$ cat src/logic/acf_cfg.svh
`ifndef ACF_CFG_SVH
`define ACF_CFG_SVH

// ----------------------------------------
// Register offsets
// ----------------------------------------
`define ACF_ADDR_CONFIG 8'hbc
`define ACF_ADDR_RES_LOW 8'hbd
`define ACF_ADDR_RES_HIGH 8'hbe

// ----------------------------------------
// Reset values
// ----------------------------------------
`define ACF_RST_CONFIG 8'hf9
`define ACF_RST_RESULT 8'h00

// ----------------------------------------
// Configuration fields
// ----------------------------------------
`define ACF_DIV_HI 7
`define ACF_DIV_LO 3
`define ACF_JUSTIFY_BIT 2
`define ACF_RESOLUTION_BIT 1
`define ACF_GAIN_BIT 0

// ----------------------------------------
// Conversion geometry and timing
// ----------------------------------------
`define ACF_CODE_W 10
`define ACF_LAST_BIT_10 4'h0
`define ACF_LAST_BIT_8 4'h2
`define ACF_FIRST_BIT 4'h9

`endif

$ cat src/logic/acf_pkg.sv
package acf_pkg;

   // Gray codes along idle, sample, trials, finish.
   typedef enum logic [1:0] {
      ACF_IDLE = 2'b00,
      ACF_SAMPLE = 2'b01,
      ACF_TRIAL = 2'b11,
      ACF_FINISH = 2'b10
   } acf_sar_state_t;

   typedef logic [9:0] acf_code_t;

endpackage

$ cat src/logic/acf_sar_if.sv
`timescale 1ns/1ps
interface acf_sar_if;
   logic start;
   logic enable;
   logic tenBit;
   logic sarTick;
   logic busy;
   logic done;
   acf_pkg::acf_code_t code;

   modport ctrl (
      output start,
      output enable,
      output tenBit,
      output sarTick,
      input busy,
      input done,
      input code
   );

   modport seq (
      input start,
      input enable,
      input tenBit,
      input sarTick,
      output busy,
      output done,
      output code
   );
endinterface

$ cat src/logic/acf_converter_ctrl.sv
`timescale 1ns/1ps
`include "acf_cfg.svh"
// Contract
// RL1 - Conversion clock period is divider field plus one system clocks; field bits 7:3.
// RL2 - Ten-bit results right-justified when justify bit is 0, left-justified when 1.
// RL3 - Resolution bit 0 converts ten bits, 1 converts eight bits.
// RL4 - Eight-bit mode ignores the justify bit entirely.
// RL5 - Gain bit 0 selects gain one half, 1 selects unity gain.
// RL6 - Right-justified high byte: zeros in 7:2, top two result bits in 1:0.
// RL7 - Left-justified high byte holds the eight most significant result bits.
// RL8 - Eight-bit mode puts the whole eight-bit result in the high byte.
// RL9 - Right-justified low byte holds the eight least significant result bits.
// RL10 - Left-justified low byte: two low bits in 7:6, zeros in 5:0.
// RL11 - Eight-bit mode low byte always reads zero. Here only a completion loads zero; a software write reads back as written.
// RL12 - Busy high during conversion; its fall sets the sticky complete flag. Here only a finished conversion sets it, an abort does not.
// RL13 - Eight-bit conversion ends two conversion clocks before a ten-bit one.
// RL14 - Converter runs only while enabled; otherwise it stays shut down.
// RL15 - Both result bytes load together when the complete flag sets.
// RL16 - Writing the divider field restarts the conversion clock count.
module acf_converter_ctrl (
   // Clock, reset and clock enable
   input wire logic core_clk,
   input wire logic rst_n,
   input wire logic clkEn,
   // Special function register port
   input wire logic [7:0] sfrAddr,
   input wire logic sfrWrEn,
   input wire logic [7:0] sfrWrData,
   input wire logic sfrRdEn,
   output logic [7:0] sfrRdData,
   // Control and status
   input wire logic converterEnable,
   input wire logic convStart,
   input wire logic flagClear,
   output logic conversionInProgress,
   output logic conversionCompleteFlag,
   // Analog core
   input wire logic compareIn,
   output logic [9:0] dacCode,
   output logic trackHold,
   output logic gainSelect,
   output logic conversionClock
);

   // ----------------------------------------
   // Reset release and input synchronisers
   // ----------------------------------------
   logic rstMeta_q;
   logic rstSync_q;
   logic cmpMeta_q;
   logic cmpSync_q;

   always_ff @(posedge core_clk or negedge rst_n) begin
      if (!rst_n) begin
         rstMeta_q <= 1'b0;
         rstSync_q <= 1'b0;
      end else if (clkEn) begin
         rstMeta_q <= 1'b1;
         rstSync_q <= rstMeta_q;
      end
   end

   // The comparator is analog and unrelated to the clock, so it is resampled.
   // The two-cycle delay means divider values below 2 give unsettled trials.
   always_ff @(posedge core_clk or negedge rstSync_q) begin
      if (!rstSync_q) begin
         cmpMeta_q <= 1'b0;
         cmpSync_q <= 1'b0;
      end else if (clkEn) begin
         cmpMeta_q <= compareIn;
         cmpSync_q <= cmpMeta_q;
      end
   end

   // ----------------------------------------
   // Register decode
   // ----------------------------------------
   logic [7:0] config_q;
   logic [7:0] resLow_q;
   logic [7:0] resHigh_q;
   logic [7:0] rdData_q;
   logic [4:0] divCount_q;
   logic [4:0] divCount_d;
   logic flag_q;

   // Result writes are decoded here but lose to a completion in the same cycle.
   wire logic cfgWrite = sfrWrEn && (sfrAddr == `ACF_ADDR_CONFIG);
   wire logic lowWrite = sfrWrEn && (sfrAddr == `ACF_ADDR_RES_LOW);
   wire logic highWrite = sfrWrEn && (sfrAddr == `ACF_ADDR_RES_HIGH);
   wire logic [4:0] divField = config_q[`ACF_DIV_HI:`ACF_DIV_LO];
   wire logic justifyLeft = config_q[`ACF_JUSTIFY_BIT];
   wire logic eightBit = config_q[`ACF_RESOLUTION_BIT];

   // ----------------------------------------
   // Conversion clock divider
   // ----------------------------------------
   wire logic sarTick = (divCount_q == divField); // see RL1
   assign divCount_d = (cfgWrite || sarTick) ? 5'h00 : divCount_q + 5'h01; // see RL16

   // ----------------------------------------
   // Sequencer
   // ----------------------------------------
   // The sequencer owns the trial and the finished code; this block only paces
   // it with divider ticks and hands it start, enable and the resolution bit.
   acf_sar_if sarBus ();

   assign sarBus.start = convStart;
   assign sarBus.enable = converterEnable; // see RL14
   assign sarBus.tenBit = !eightBit; // see RL3
   assign sarBus.sarTick = sarTick;

   acf_sar_seq seqInst (
      .core_clk(core_clk),
      .rstSync_n(rstSync_q),
      .clkEn(clkEn),
      .sarBus(sarBus.seq),
      .compareSync(cmpSync_q),
      .dacCode(dacCode),
      .trackHold(trackHold)
   );

   // ----------------------------------------
   // Result formatting
   // ----------------------------------------
   // In eight-bit mode the low two code bits stay zero, so code[9:2] is the result.
   wire acf_pkg::acf_code_t code = sarBus.code;
   wire logic useLeft = justifyLeft && !eightBit; // see RL4
   wire logic [7:0] rightHigh = {6'h00, code[9:8]}; // see RL6
   wire logic [7:0] leftHigh = code[9:2]; // see RL7
   wire logic [7:0] rightLow = code[7:0]; // see RL9
   wire logic [7:0] leftLow = {code[1:0], 6'h00}; // see RL10
   wire logic [7:0] fmtHigh = (eightBit || useLeft) ? leftHigh : rightHigh; // see RL2 RL8
   wire logic [7:0] fmtLow = eightBit ? 8'h00 : (useLeft ? leftLow : rightLow); // see RL11

   // ----------------------------------------
   // Configuration register
   // ----------------------------------------
   // Software may rewrite the configuration mid-conversion; new bits act at once.
   always_ff @(posedge core_clk or negedge rstSync_q) begin
      if (!rstSync_q) begin
         config_q <= `ACF_RST_CONFIG;
      end else if (clkEn && cfgWrite) begin
         config_q <= sfrWrData;
      end
   end

   // ----------------------------------------
   // Conversion clock counter
   // ----------------------------------------
   // Restarting on every write costs one long period but keeps a new divider
   // from ever waiting out a stale count of up to 32 cycles.
   always_ff @(posedge core_clk or negedge rstSync_q) begin
      if (!rstSync_q) begin
         divCount_q <= 5'h00;
      end else if (clkEn) begin
         divCount_q <= divCount_d; // see RL16
      end
   end

   // ----------------------------------------
   // Completion flag
   // ----------------------------------------
   // The flag follows the completion pulse, which is high in the same cycle that busy
   // falls, rather than every fall of busy, so an abort leaves it untouched.
   always_ff @(posedge core_clk or negedge rstSync_q) begin
      if (!rstSync_q) begin
         flag_q <= 1'b0;
      end else if (clkEn) begin
         // A completion in the clearing cycle wins over the clear.
         flag_q <= sarBus.done || (flag_q && !flagClear); // see RL12
      end
   end

   // ----------------------------------------
   // Read data register
   // ----------------------------------------
   // Unmapped addresses read zero so a stray read never returns stale data.
   wire logic [7:0] rdMux = (sfrAddr == `ACF_ADDR_CONFIG) ? config_q :
                            (sfrAddr == `ACF_ADDR_RES_LOW) ? resLow_q :
                            (sfrAddr == `ACF_ADDR_RES_HIGH) ? resHigh_q : 8'h00;

   always_ff @(posedge core_clk or negedge rstSync_q) begin
      if (!rstSync_q) begin
         rdData_q <= 8'h00;
      end else if (clkEn && sfrRdEn) begin
         rdData_q <= rdMux;
      end
   end

   // ----------------------------------------
   // Result registers
   // ----------------------------------------
   // Hardware loads win over a software write in the same cycle.
   always_ff @(posedge core_clk or negedge rstSync_q) begin
      if (!rstSync_q) begin
         resLow_q <= `ACF_RST_RESULT;
         resHigh_q <= `ACF_RST_RESULT;
      end else if (clkEn) begin
         if (sarBus.done) begin // see RL15
            resLow_q <= fmtLow;
            resHigh_q <= fmtHigh;
         end else begin
            if (lowWrite) begin
               resLow_q <= sfrWrData;
            end
            if (highWrite) begin
               resHigh_q <= sfrWrData;
            end
         end
      end
   end

   // ----------------------------------------
   // Outputs
   // ----------------------------------------
   assign sfrRdData = rdData_q;
   assign conversionInProgress = sarBus.busy; // see RL12
   assign conversionCompleteFlag = flag_q;
   assign gainSelect = config_q[`ACF_GAIN_BIT]; // see RL5
   // The conversion clock leaves as a one-cycle tick, not a square wave, so
   // downstream logic must treat it as an enable.
   assign conversionClock = sarTick;

endmodule

$ cat src/logic/acf_sar_seq.sv
`timescale 1ns/1ps
`include "acf_cfg.svh"
module acf_sar_seq (
   // Clock and reset
   input wire logic core_clk,
   input wire logic rstSync_n,
   input wire logic clkEn,
   // Control side
   acf_sar_if.seq sarBus,
   // Analog core
   input wire logic compareSync,
   output logic [9:0] dacCode,
   output logic trackHold
);

   // ----------------------------------------
   // Sequencer state
   // ----------------------------------------
   acf_pkg::acf_sar_state_t state_q;
   acf_pkg::acf_sar_state_t state_d;
   logic [3:0] bitIdx_q;
   logic [3:0] bitIdx_d;
   acf_pkg::acf_code_t trial_q;
   acf_pkg::acf_code_t trial_d;
   acf_pkg::acf_code_t code_q;
   logic done_q;

   wire logic [3:0] lastBit = sarBus.tenBit ? `ACF_LAST_BIT_10 : `ACF_LAST_BIT_8;
   wire logic atLast = (bitIdx_q == lastBit);
   wire acf_pkg::acf_code_t bitMask = 10'h001 << bitIdx_q;
   wire acf_pkg::acf_code_t nextMask = 10'h001 << (bitIdx_q - 4'h1);
   wire acf_pkg::acf_code_t kept = compareSync ? trial_q : (trial_q & ~bitMask);
   wire logic finishTick = (state_q == acf_pkg::ACF_FINISH) && sarBus.sarTick;

   // ----------------------------------------
   // Next state
   // ----------------------------------------
   // One sample clock, one clock per bit, one finish clock: the 8-bit
   // path stops two trials earlier and so ends two clocks sooner.
   always_comb begin
      state_d = state_q;
      bitIdx_d = bitIdx_q;
      trial_d = trial_q;
      unique case (state_q)
         acf_pkg::ACF_IDLE: begin
            if (sarBus.start && sarBus.enable) begin
               state_d = acf_pkg::ACF_SAMPLE;
            end
         end
         acf_pkg::ACF_SAMPLE: begin
            if (sarBus.sarTick) begin
               state_d = acf_pkg::ACF_TRIAL;
               bitIdx_d = `ACF_FIRST_BIT;
               trial_d = 10'h200;
            end
         end
         acf_pkg::ACF_TRIAL: begin
            if (sarBus.sarTick) begin
               if (atLast) begin // see RL13
                  state_d = acf_pkg::ACF_FINISH;
                  trial_d = kept;
               end else begin
                  bitIdx_d = bitIdx_q - 4'h1;
                  trial_d = kept | nextMask;
               end
            end
         end
         acf_pkg::ACF_FINISH: begin
            if (sarBus.sarTick) begin
               state_d = acf_pkg::ACF_IDLE;
            end
         end
      endcase
      if (!sarBus.enable) begin // see RL14
         state_d = acf_pkg::ACF_IDLE;
      end
   end

   always_ff @(posedge core_clk or negedge rstSync_n) begin
      if (!rstSync_n) begin
         state_q <= acf_pkg::ACF_IDLE;
         bitIdx_q <= 4'h0;
         trial_q <= 10'h000;
         code_q <= 10'h000;
         done_q <= 1'b0;
      end else if (clkEn) begin
         state_q <= state_d;
         bitIdx_q <= bitIdx_d;
         trial_q <= trial_d;
         done_q <= finishTick && sarBus.enable;
         if (finishTick) begin
            code_q <= trial_q;
         end
      end
   end

   // ----------------------------------------
   // Outputs
   // ----------------------------------------
   assign sarBus.busy = (state_q != acf_pkg::ACF_IDLE); // see RL12
   assign sarBus.done = done_q;
   assign sarBus.code = code_q;
   assign dacCode = trial_q;
   assign trackHold = (state_q == acf_pkg::ACF_IDLE) || (state_q == acf_pkg::ACF_SAMPLE);

endmodule

$ cat config.mk
export PLATFORM = sky130hd
export DESIGN_NAME = acf_converter_ctrl
export DESIGN_NICKNAME = d
export VERILOG_FILES = /design/src/logic/acf_pkg.sv /design/src/logic/acf_sar_if.sv /design/src/logic/acf_converter_ctrl.sv /design/src/logic/acf_sar_seq.sv
export VERILOG_INCLUDE_DIRS = /design/src /design/src/logic
export SDC_FILE = /design/constraint.sdc
export NUM_CORES = 1
export LEC_CHECK = 0
export ABC_CLOCK_PERIOD_IN_PS = 2950
export BUFFER_PORTS_ARGS = -buffer_cell sky130_fd_sc_hd__buf_2
export CORE_AREA = 2 2 82 84
export CTS_CLUSTER_SIZE = 28
export DETAILED_ROUTE_END_ITERATION = 8
export DIE_AREA = 0 0 84 86
export HOLD_SLACK_MARGIN = 0.02
export PLACE_DENSITY = 0.81
export SLEW_MARGIN = 20
export SYNTH_ARGS = -nofsm -noshare
export SYNTH_HDL_FRONTEND = slang
export SYNTH_HIERARCHICAL = 1
export SYNTH_SLANG_ARGS = --single-unit
$ cat constraint.sdc
create_clock -name core_clk -period 2.95 [get_ports core_clk]
set_input_delay 0.885 -clock core_clk [delete_from_list [all_inputs] [get_ports core_clk]]
set_output_delay 0.885 -clock core_clk [all_outputs]
set_load 0.1 [all_outputs]
# Word-level counts from Yosys, hierarchy flattened
# Cells that the tools add are included.
# W data, S select, Z words.
op_classes:
  addsub: 2
  eq_ne: 16
  shifts: 2
  n_mux: 28
  bitwise: 3
  reduce_logical: 27
ops:
  columns: ["operator", "count"]
  rows:
  - ["$mux W8", 10]
  - ["$mux W10", 4]
  - ["$eq A8 B8 Y1 const B", 3]
  - ["$pmux W10 S2", 1]
  - ["$shl A1 B4 Y10 const A", 2]
  - ["$mux W2", 7]
  - ["$mux W4", 3]
  - ["$and A10 B10 Y10", 1]
  - ["$logic_and A1 B1 Y1", 10]
  - ["$not A10 Y10", 1]
  - ["$or A10 B10 Y10", 1]
  - ["$ne A3 B3 Y1 const B", 3]
  - ["$pmux W2 S4", 1]
  - ["$pmux W4 S2", 1]
  - ["$reduce_bool A2 Y1", 4]
  - ["$ne A2 B2 Y1 const B", 3]
  - ["$ne A3 B2 Y1 const B", 2]
  - ["$reduce_and A2 Y1", 3]
  - ["$reduce_and A6 Y1", 1]
  - ["$add A5 B1 Y5 const B", 1]
  - ["$eq A5 B5 Y1", 1]
  - ["$mux W5", 1]
  - ["$reduce_and A5 Y1", 1]
  - ["$eq A2 B2 Y1 const B", 2]
  - ["7 further kinds", 11]
totals:
  regBits: 69
  inputBits: 25
  output_inout_bits: 23
  wordCells: 93

# Depth between registers and ports, before layout
# Gate-level depths: netlist (run 1).
depth:
  ltp_word: 8
  depth_mapped: 8
  depth_no_buf: 7

# By module
# The synthesis (run 1) kept the hierarchy.
modules_own_cells:
  columns: ["mod", "n_inst", "cells_per_inst", "area_per_inst_um2", "seq_area_each_um2"]
  rows:
  - ["acf_converter_ctrl", 1, 207, 2122.0, 1058.5]
  - ["acf_sar_seq", 1, 131, 1372.6, 675.6]

# Least setup slack after synthesis (run 1)
# Ideal clock, no wire load.
synth_path:
  path_type: "register to register"
  startpoint: "reg config_q[6]"
  endpoint: "reg seqInst.trial_q[4], in the netlist seqInst/dacCode[4]"
  setup_time_ns: 0.069
  t_arrival_ns: 2.700
  required_time_ns: 2.881
  slack_ns: 0.181
  stages_incl_launch_ff: 8
  n_path_buf: 0
  synth_period_minus_slack_ns: 2.769
  path_cell_list: "dfstp_2 -> xor2_1 -> nor2_1 -> and4_1 -> nand3_2 -> a211oi_2 -> and3_1 -> a22o_1"
synth_via:
  elab_chain_len: 3
  elab_cells_between_ends: 4
  cone_classes: "eq/ne (3); reduce/logical (1)"
synth_rtl:
  columns: ["element", "line", "source"]
  rows:
  - ["from (decl)", "acf_converter_ctrl.sv:78", "logic [7:0] config_q;"]
  - ["from (signal assigned)", "acf_converter_ctrl.sv:141", "config_q <= `ACF_RST_CONFIG;"]
  - ["from (signal assigned)", "acf_converter_ctrl.sv:143", "config_q <= sfrWrData;"]
  - ["$eq A5 B5 Y1 *", "acf_converter_ctrl.sv:97", "wire logic sarTick = (divCount_q == divField);"]
  - ["net conversionClock", "acf_converter_ctrl.sv:42", "output logic conversionClock"]
  - ["$ne A2 B2 Y1 (no source line)", null, null]
  - ["$reduce_and A4 Y1 (no source line) *", null, null]
  - ["to (signal assigned)", "acf_sar_seq.sv:89", "trial_q <= trial_d;"]
  - ["to (decl)", "acf_sar_seq.sv:23", "acf_pkg::acf_code_t trial_q;"]
# Mark *: on every way through the listed nets, which the timed path passes. The rest lies on a longest branch.
# A chain may end at the register's enable or synchronous reset.

# Worst setup path in the final report (run 1)
layout_path:
  startpoint: "reg config_q[6]"
  endpoint: "out conversionClock"
layout_via:
  elab_chain_len: 1
layout_rtl:
  columns: ["element", "line"]
  rows:
  - ["$eq A5 B5 Y1", "acf_converter_ctrl.sv:97"]
  - ["to (decl)", "acf_converter_ctrl.sv:42"]
# No other way between the ends.

==> impl_metrics.toml, run 1 <==
[worst_setup_path]
r2r_slack_ns = 0.56
endpoint_kind = "primary output"
cp_data_arrival_time_ns = 1.97
path_cells = "xor2_1 -> nor2_1 -> and4_1 -> clkbuf_4"
cp.buffers_inverters = 1
required_ns = 2.07
cpMaxStageDelayCell = "dfstp_2"
cp-start-kind = "flop"
crit_path_max_fanout = 8
crit_type = "reg -> out"
crit_family = "simple AND/OR/NAND/NOR gates"
slowest_delay_ns = 0.56

[floorplanning]
die-area_mm2 = 0.00722
chipWidth_um = 84
dieHeight_um = 86
floorplan.initialDensity_pct = 55.7
rows = 29
io_pins = 48
core_area_mm2 = 0.00628

[logic_synthesis]
yosysWarnings = 6
synth_cell_types = 54
synthAdderAreaFrac_pct = 2.15
synth_edf_count = 0
synth_area_per_cell_um2 = 10.3
syn_area_mm2 = 0.00349
async_flop_share_pct = 100
ys.flop_type = "dfrtp_1"
synthSimpleGateAreaFrac_pct = 16.3
syn_nets = 369
synth_xor_xnor_area_share_pct = 2.26
synth_top_family_by_area = "compound AO/OA/AOI/OAI gates"
synthMuxAreaShare_pct = 9.13
syn_inst = 338
ys_seq_area_share_pct = 49.6
synth-seq-cells = 69
synth_compound_area_share_pct = 17.1

[route]
wl_per_cell_um = 16.9
drt-initial-drc-count = 224
drc_errors = 0
drt-total-wl_mm = 7.88
ant_nets = 0
via_per_inst = 5.83
dr_total_vias = 2718
drt_first_pass_iters = 5

[clock_network]
cts_buffers = 9
cts.clk_slew.worst_paths_ns = 0.07
post-cts-setup-buffers = 0
htreeDepth = 3
clk_latency_ns = 0.35
cts_max_path_buffers = 2
clock_sinks = 69
cts_tree = "built"
cts-root-buf = "clkbuf_8"

[final_layout]
antenna-diode-count = 0
syn2layout_area_growth_pct = 14.2
final_nets = 415
drive_gt1_share_pct = 27.8

[timing]
timing.final.crit_share_pct = 96.6
skew_ns = 0.00900
tightest_slew_ns = 0.713
fin_crit_ns = 2.85
tns_ns = 0
setup_viol_count_final = 0
rsz0062_at_grt = "no"
finalWorstSetupSlack_ns = 0.0989
relSlewSlack_pct = 52.5
hold_viol = 0
drv_slew = 0
fmax_ghz = 0.351

[global_route]
grt_max_degree = 36
grt_pass1_vias = 2692
grt_pass1_wl_mm = 13.2
antenna_found_initial = 0
gr-usage-all-layers_pct = 23.4
globalRoute.totalOverflow = 0

[job]
cap_violations = 0

[placement]
place_ws_ns = 0.411
portBuffers = 47
gp_congestion = 1.01
post-dp-hpwl_mm = 5.81

[min_path]
min_path_type = "in -> async"

[power]
power-per-cell-area_mw_per_mm2 = 545
peakVddDrop_v = 0.000305
p_leak_nw = 1.88

[status]
status = "completed"
==> layout make-up <==
class	instances	area, um^2
clock buffers	13	169
clock inverters	3	42.5
fillers	508	2280
inverters	11	41.3
multi-input cells	242	1640
flip-flops and latches	69	1740
well taps	77	96.3
repair buffers	51	268
==> path summary, 6_finish.rpt <==
kind | startpoint | endpoint | depth (start not counted)
hold / removal | rst_n | rstSync_q$_DFFE_PN0P_ | 1
setup reg to reg | config_q[6]$_DFFE_PN1P_ | seqInst/dacCode[6]$_DFFE_PN0P_ | 7
min in group core_clk | rstMeta_q$_DFFE_PN0P_ | rstMeta_q$_DFFE_PN0P_ | 1
max in group asynchronous | rstSync_q$_DFFE_PN0P_ | config_q[0]$_DFFE_PN1P_ | 1
setup / recovery | config_q[6]$_DFFE_PN1P_ | conversionClock | 4
hold reg to reg | rstSync_q$_DFFE_PN0P_ | conversionCompleteFlag$_DFFE_PN0P_ | 0
==> layout by cell type, fill, tap and decap left out, types with 10 or more instances in the layout <==
master    Yosys  routed
dfrtp_1      63      62
buf_2         6      46
a21oi_1      33      33
nor2_1       29      29
mux2_2       23      23
nand2_1      21      21
o21ai_0      14      14
clkbuf_8      0      12
inv_1        11      11
nand2b_1     10      10
==> through the flow <==
step | hold WS, ns | power, mW | instance area, um^2 | utilization, % | cells
after floorplan | 0.431 | 1.31 | 3490 | - | 338
after global placement | 0.346 | 1.37 | 3780 | 60.2 | 450
after detailed placement | 0.353 | 1.38 | 3780 | 60.2 | 450
after CTS | 0.297 | 2.19 | 3990 | 63.6 | 466
after global routing | 0.305 | 2.27 | 3990 | 63.6 | 466
final | 0.309 | 2.18 | 3990 | 63.6 | 466
==> synthesized netlist by cell type (2+ instances only) <==
master	n	area (um^2)
dfrtp_1	63	1580
a21oi_1	33	165
nor2_1	29	109
mux2_2	23	259
nand2_1	21	78.8
o21ai_0	14	70.1
inv_1	11	41.3
nand2b_1	10	62.6
a22oi_1	8	60.1
nor2b_1	8	50.1
o41ai_1	8	70.1
nand3_1	7	35.0
and3_1	6	37.5
buf_2	6	30.0
clkbuf_1	6	22.5
dfstp_2	6	158
ha_1	6	75.1
mux2i_1	6	60.1
o21ai_1	6	30.0
a22o_1	5	43.8
xor2_1	5	43.8
xnor2_1	4	35.0
a31oi_1	3	18.8
buf_4	3	22.5
o2bb2ai_1	3	26.3
a2bb2oi_1	2	17.5
a41oi_1	2	17.5
and4b_4	2	27.5
nand4b_1	2	17.5
nor2_2	2	12.5
nor3_1	2	10.0
nor3_2	2	20.0
o22ai_1	2	12.5
or2_1	2	12.5
==> power breakdown <==
group,switching [mW],internal (mW)
Sequential,0.0713,1.01
Clock,0.347,0.459
Combinational,0.169,0.115
==> cells by family after synthesis <==
logic type | Yosys count
AOI/OAI and AO/OA | 93
DFF | 69
and+or+nand+nor | 105
adders and majority gates | 6
xor gates and xnor gates | 9
buffers and inverters | 27
muxes | 29
==> sequential cells by signal, summed over array words and instances, names as in the netlist <==
register and cells:
seqInst/dacCode 10, seqInst/sarBus.code 10, config_q 8, resHigh_q 8
resLow_q 8, sfrRdData 8, divCount_q 5, seqInst/bitIdx_q 4
seqInst/state_q 2, cmpMeta_q 1, cmpSync_q 1, conversionCompleteFlag 1
rstMeta_q 1, rstSync_q 1, seqInst/sarBus.done 1
==> worst reg2reg max path, delay by kind of cell, from the launching register on <==
family | cells | cell delay, ns
AND/OR/NAND/NOR | 4 | 1.12
XOR/XNOR | 1 | 0.08
AO/OA/AOI/OAI | 2 | 0.57
flip-flops | 1 | 0.56
==> metal layers <==
layer	global-route usage (%)	vias to the layer above	share of wire [%]
met3	3.18	11	5.0
met4	9.38	0	1.3
met5	0	-	0
li1	-	1313	-
met1	31.5	1318	45
met2	38.6	76	49
==> repair_timing <==
item                                    CTS  global route
hold buffers                              0             0
endpoints found under the setup margin    0             1
gates resized for setup                   0             1
hold endpoints to repair                  0             0
Note: power is estimated with default switching activity, not from simulation.
==> run 2: changes to the inputs <==
--- a/config.mk
+++ b/config.mk
@@ -13,9 +13,8 @@
 export DETAILED_ROUTE_END_ITERATION = 8
 export DIE_AREA = 0 0 84 86
 export HOLD_SLACK_MARGIN = 0.02
-export PLACE_DENSITY = 0.81
+export PLACE_DENSITY = 0.82
 export SLEW_MARGIN = 20
 export SYNTH_ARGS = -nofsm -noshare
 export SYNTH_HDL_FRONTEND = slang
-export SYNTH_HIERARCHICAL = 1
 export SYNTH_SLANG_ARGS = --single-unit
==> run 2 against run 1 <==
Net effect: cell area increased by 0.60%; worst setup slack gained 0.022 ns; die area unchanged; via count rose by 2.1%; synthesized cell count decreased by 1.5%; combinational power up 140%; sequential power is 10% higher; critical path type unchanged.
==> impl_metrics.toml, run 2 <==
[worst_setup_path]
cp.depth = 5
cp_data_arrival_time_ns = 1.94
crit_type = "reg -> out"
reg2regPathDepth = 5
crit_end = "conversionClock"
r2r-end = "seqInst.sarBus.code[4]$_DFFE_PN0P_"
r2r_slack_ns = 0.73
cp.buffers_inverters = 2
path_cells = "xor2_1 -> nor3_4 -> nand2_2 -> inv_1 -> clkbuf_4"
slowest_delay_ns = 0.55
cp-startpoint = "config_q[3]$_DFFE_PN1P_"
endpoint_kind = "primary output"
crit_path_max_fanout = 5
reg2reg_from = "config_q[3]$_DFFE_PN1P_"
cpMaxStageDelayCell = "dfstp_2"
required_ns = 2.07
crit_family = "flip-flops"
cp-start-kind = "flop"

[final_layout]
drive_gt1_share_pct = 26.5
antenna-diode-count = 0
design_area_mm2 = 0.00402
final_cell_mix = "62 x dfrtp_1, 46 x buf_2, 32 x nand2_1, 32 x a21oi_1, 24 x o21ai_0"
mostFrequentLayoutCell = "dfrtp_1"
final_core_util_pct = 64.0
final_nets = 414
final_cells = 465
syn2layout_area_growth_pct = 14.2

[global_route]
globalRoute.totalOverflow = 0
grt_pass1_wl_mm = 13.2
use_met2_pct = 38.3
grt_pass1_vias = 2682
grt_max_degree = 37
grt_use_met3_pct = 4.72
busiest_layer = "met2"
gr-usage-all-layers_pct = 23.2
grt_use_met1_pct = 30.3
antenna_found_initial = 0

[timing]
skew_ns = 0.0102
rsz0062_at_grt = "no"
finalWorstSetupSlack_ns = 0.121
tightest_slew_ns = 0.840
hold_viol = 0
timing.final.crit_share_pct = 95.9
fmax_ghz = 0.353
relSlewSlack_pct = 43.5
drv_slew = 0
setup_viol_count_final = 0
tns_ns = 0
fin_crit_ns = 2.83

[clock_network]
cts.clk_slew.worst_paths_ns = 0.07
post-cts-setup-buffers = 0
cts_max_path_buffers = 2
cts_buffers = 9
cts-root-buf = "clkbuf_8"
cts_tree = "built"
clock_sinks = 69
clk_latency_ns = 0.35
htreeDepth = 3

[logic_synthesis]
synth_top_area_share_pct = 44.8
synth_cell_types = 45
ys.flop_type = "dfrtp_1"
syn_nets = 364
async_flop_share_pct = 100
syn_area_mm2 = 0.00352
synth-seq-cells = 69
synth_top_cell_by_area = "dfrtp_1"
synth_area_per_cell_um2 = 10.6
synthTopCellsByArea = "dfrtp_1 45%, mux2_2 5.1%, a21oi_1 4.6%, mux2i_1 4.6%, dfstp_2 4.5%"
syn_inst = 333
ys_seq_area_share_pct = 49.3
synth.top_cells.by_count = "63 x dfrtp_1, 32 x a21oi_1, 32 x nand2_1, 24 x o21ai_0"
synth_edf_count = 0
yosysMostFrequentCell = "dfrtp_1"
yosysWarnings = 0

[route]
wl_per_cell_um = 16.8
drt-initial-drc-count = 227
drt-total-wl_mm = 7.79
drt_first_pass_iters = 5
dr_total_vias = 2775
via_per_inst = 5.97
drc_errors = 0
ant_nets = 0

[floorplanning]
chipWidth_um = 84
dieHeight_um = 86
core_area_mm2 = 0.00628
die-area_mm2 = 0.00722
io_pins = 48
rows = 29
floorplan.initialDensity_pct = 56.0

[placement]
placed_area_mm2 = 0.00383
place_ws_ns = 0.402
portBuffers = 47
dp.cells = 449
gp_congestion = 0.945
post-dp-hpwl_mm = 5.66

[power]
seq_power_share_pct = 45.8
power-per-cell-area_mw_per_mm2 = 650
clock_power_share_pct = 28.4
p_leak_nw = 1.92
p_int_mw = 1.66
p_comb_share_pct = 25.8
power_switching_mw = 0.949
swShare_pct = 36.4
peakVddDrop_v = 0.000554

[job]
cap_violations = 0

[status]
status = "completed"

[min_path]
min_path_type = "in -> async"
## run 2: routing by layer
metal / part of all wire, % / routed length [um] / up-vias
li1: - / - / 1308
met4: 1.7 / 132 / 0
met5: 0 / 0 / -
met1: 43 / 3390 / 1337
met3: 6.5 / 505 / 19
met2: 48 / 3770 / 111
## run 2: layout make-up
cell class                 count  area [um^2]
timing repair buffer          54          290
clock buffer                  11          131
multi-input combinational    236         1660
sequential                    69         1740
fill                         487         2260
tap                           77         96.3
clock inverter                 5         52.6
inverter                      13         48.8
## run 2: repair_timing
item | CTS | global route
resized for setup | 0 | 1
hold buffers | 0 | 0
setup endpoints to repair | 0 | 1
## run 2: power by group through the flow
stage | Clock, mW | Sequential (mW) | Combinational (mW)
after floorplan | 0 | 1.32 | 0.393
after global placement | 0 | 1.20 | 0.645
after detailed placement | 0 | 1.21 | 0.663
after CTS | 0.752 | 1.19 | 0.667
after global routing | 0.796 | 1.21 | 0.727
final | 0.741 | 1.20 | 0.673
## run 2: worst reg2reg max path: stages (launching register included)
cell     delay (ns)
dfstp_2        0.55
xor2_1         0.10
nor3_4         0.30
nand2_2        0.15
nor4_4         0.59
mux2_2         0.41
## run 2: worst min path at each step
| stage | startpoint | to | slack [ns] | cells past startpoint |
|---|---|---|---|---|
| 3_3_place_gp | rstSync_q$_DFFE_PN0P_ | cmpMeta_q$_DFFE_PN0P_ | 0.36 | 0 |
| 6_report | rst_n | rstSync_q$_DFFE_PN0P_ | 0.31 | 1 |
| 4_1_cts | rst_n | rstSync_q$_DFFE_PN0P_ | 0.31 | 1 |
| 2_1_floorplan | rstMeta_q$_DFFE_PN0P_ | rstMeta_q$_DFFE_PN0P_ | 0.43 | 1 |
| 3_5_place_dp | rstSync_q$_DFFE_PN0P_ | cmpMeta_q$_DFFE_PN0P_ | 0.37 | 0 |
| 5_1_grt | rst_n | rstSync_q$_DFFE_PN0P_ | 0.31 | 1 |
## run 2: kinds of logic after synthesis
| logic type | after synthesis | synth area share [%] |
|---|---|---|
| buffers and inverters | 28 | 3.45 |
| multiplexers | 41 | 12.6 |
| XOR/XNOR | 8 | 1.99 |
| adder cells (fa/ha/maj) | 6 | 2.13 |
| flip-flops | 69 | 49.3 |
| AND/OR/NAND/NOR | 91 | 14.4 |
| AO/OA/AOI/OAI | 90 | 16.2 |
## run 2: through the flow
stage	hold WS (ns)	power, mW
final	0.311	2.61
after global routing	0.307	2.73
after CTS	0.305	2.61
after detailed placement	0.370	1.87
after global placement	0.356	1.85
after floorplan	0.431	1.71
==> run 3: changes to the inputs <==
--- a/config.mk
+++ b/config.mk
@@ -14,6 +14,7 @@
 export DIE_AREA = 0 0 84 86
 export HOLD_SLACK_MARGIN = 0.02
 export PLACE_DENSITY = 0.82
+export RECOVER_POWER = 25
 export SLEW_MARGIN = 20
 export SYNTH_ARGS = -nofsm -noshare
 export SYNTH_HDL_FRONTEND = slang
==> run 3 against run 2 <==
Net effect: clock skew about the same; largest cell class unchanged; utilization fell by 0.12 points; critical path type unchanged; via count grew 0.22%; critical endpoint unchanged.
==> impl_metrics.toml, run 3 (synthesis gave the netlist of run 2 again) <==
[clock_network]
htreeDepth = 3
clock_sinks = 69
cts.clk_slew.worst_paths_ns = 0.07
cts_buffers = 9
cts_max_path_buffers = 2
cts-root-buf = "clkbuf_8"
hold_buffers = 0
cts_tree = "built"
clk_latency_ns = 0.35

[floorplanning]
core_area_mm2 = 0.00628
io_pins = 48
chipWidth_um = 84
rows = 29
dieHeight_um = 86
floorplan.initialDensity_pct = 56.0
die-area_mm2 = 0.00722

[global_route]
gr-usage-all-layers_pct = 23.2
grt_pass1_vias = 2682
antenna_found_initial = 0
grt_max_degree = 37
grt_pass1_wl_mm = 13.2
globalRoute.totalOverflow = 0

[worst_setup_path]
cp_data_arrival_time_ns = 1.95
crit_path_max_fanout = 5
cp.buffers_inverters = 2
crit_type = "reg -> out"
required_ns = 2.07
crit_family = "flip-flops"
path_cells = "xor2_1 -> nor3_4 -> nand2_2 -> inv_1 -> clkbuf_4"
endpoint_kind = "primary output"
cpMaxStageDelayCell = "dfstp_2"
cp-start-kind = "flop"
slowest_delay_ns = 0.55

[final_layout]
fillers = 489
drive_gt1_share_pct = 25.5
final_cell_mix = "63 x dfrtp_1, 44 x buf_2, 32 x nand2_1, 32 x a21oi_1, 24 x o21ai_0"
final_cells = 465
mostFrequentLayoutCell = "dfrtp_1"
antenna-diode-count = 0
syn2layout_area_growth_pct = 14.0
final_nets = 414

[timing]
relSlewSlack_pct = 6.43
tightest_slew_ns = 1.40
skew_ns = 0.0104
rsz0062_at_grt = "no"
tns_ns = 0
setup_viol_count_final = 0
fin_crit_ns = 2.83
drv_slew = 0
hold_viol = 0
whs_ns = 0.314
timing.final.crit_share_pct = 96.0
fmax_ghz = 0.353

[placement]
gp_congestion = 0.945
post-dp-hpwl_mm = 5.66
dp.cells = 449
portBuffers = 47

[route]
via_per_inst = 5.98
wl_per_cell_um = 16.8
drc_errors = 0
drt_first_pass_iters = 5
drt-initial-drc-count = 224
dr_total_vias = 2781
drt-total-wl_mm = 7.81
ant_nets = 0

[job]
cap_violations = 0

[power]
swShare_pct = 36.4
p_leak_nw = 1.92
p_int_mw = 1.66
seq_power_share_pct = 45.8
power-per-cell-area_mw_per_mm2 = 651
power_switching_mw = 0.951
clock_power_share_pct = 28.4
p_comb_share_pct = 25.7
peakVddDrop_v = 0.000552

[min_path]
min_path_type = "in -> async"

[status]
status = "completed"
## run 3: final timing paths
path / startpoint / to / slack, ns / cells after the start
worst max-delay path: config_q[3]$_DFFE_PN1P_ / conversionClock / 0.12 / 5
worst min-delay path: rst_n / rstSync_q$_DFFE_PN0P_ / 0.31 / 1
worst max register to register: seqInst.state_q[1]$_DFFE_PN0P_ / seqInst.sarBus.code[4]$_DFFE_PN0P_ / 0.71 / 3
worst min register to register: rstMeta_q$_DFFE_PN0P_ / rstMeta_q$_DFFE_PN0P_ / 0.49 / 1
max in group asynchronous: rstSync_q$_DFFE_PN0P_ / config_q[5]$_DFFE_PN1P_ / 1.20 / 1
min in group core_clk: rstMeta_q$_DFFE_PN0P_ / rstMeta_q$_DFFE_PN0P_ / 0.49 / 1
## run 3: through the flow
| stage | instance area, um^2 | util [%] | setup slack (ns) | total power, mW |
|---|---|---|---|---|
| 2_1_floorplan | 3520 | - | 0.225 | 1.71 |
| 3_3_place_gp | 3830 | 61.0 | 0.428 | 1.85 |
| 3_5_place_dp | 3830 | 61.0 | 0.402 | 1.87 |
| 4_1_cts | 4010 | 63.9 | 0.0216 | 2.61 |
| 5_1_grt | 4010 | 63.9 | 0.0116 | 2.73 |
| 6_report | 4010 | 63.9 | 0.117 | 2.61 |
## run 3: what timing repair did
action,CTS,global route
gates resized for setup,0,1
endpoints found under the setup margin,0,1
buffers inserted,0,0
## run 3: area by class of cell
type,count,area [um^2],share of cell area (%)
sequential,69,1730,43.3
multi-input combinational,236,1660,41.4
timing repair buffer,54,284,7.08
clock buffer,11,131,3.28
tap,77,96.3,2.40
clock inverter,5,52.6,1.31
inverter,13,48.8,1.22
## run 3: routing by layer
| layer | part of all wire (%) | track usage (%) | vias up |
|---|---|---|---|
| li1 | - | - | 1310 |
| met1 | 43 | 30.3 | 1349 |
| met2 | 49 | 38.3 | 107 |
| met3 | 6.4 | 4.72 | 15 |
| met4 | 1.5 | 9.09 | 0 |
| met5 | 0 | 0 | - |
## run 3: power by group through the flow
stage,Clock [mW],Sequential [mW],Combinational (mW)
floorplan,0,1.32,0.393
global placement,0,1.20,0.645
detailed placement,0,1.21,0.663
CTS,0.752,1.19,0.667
global route,0.796,1.21,0.726
finish,0.742,1.20,0.671
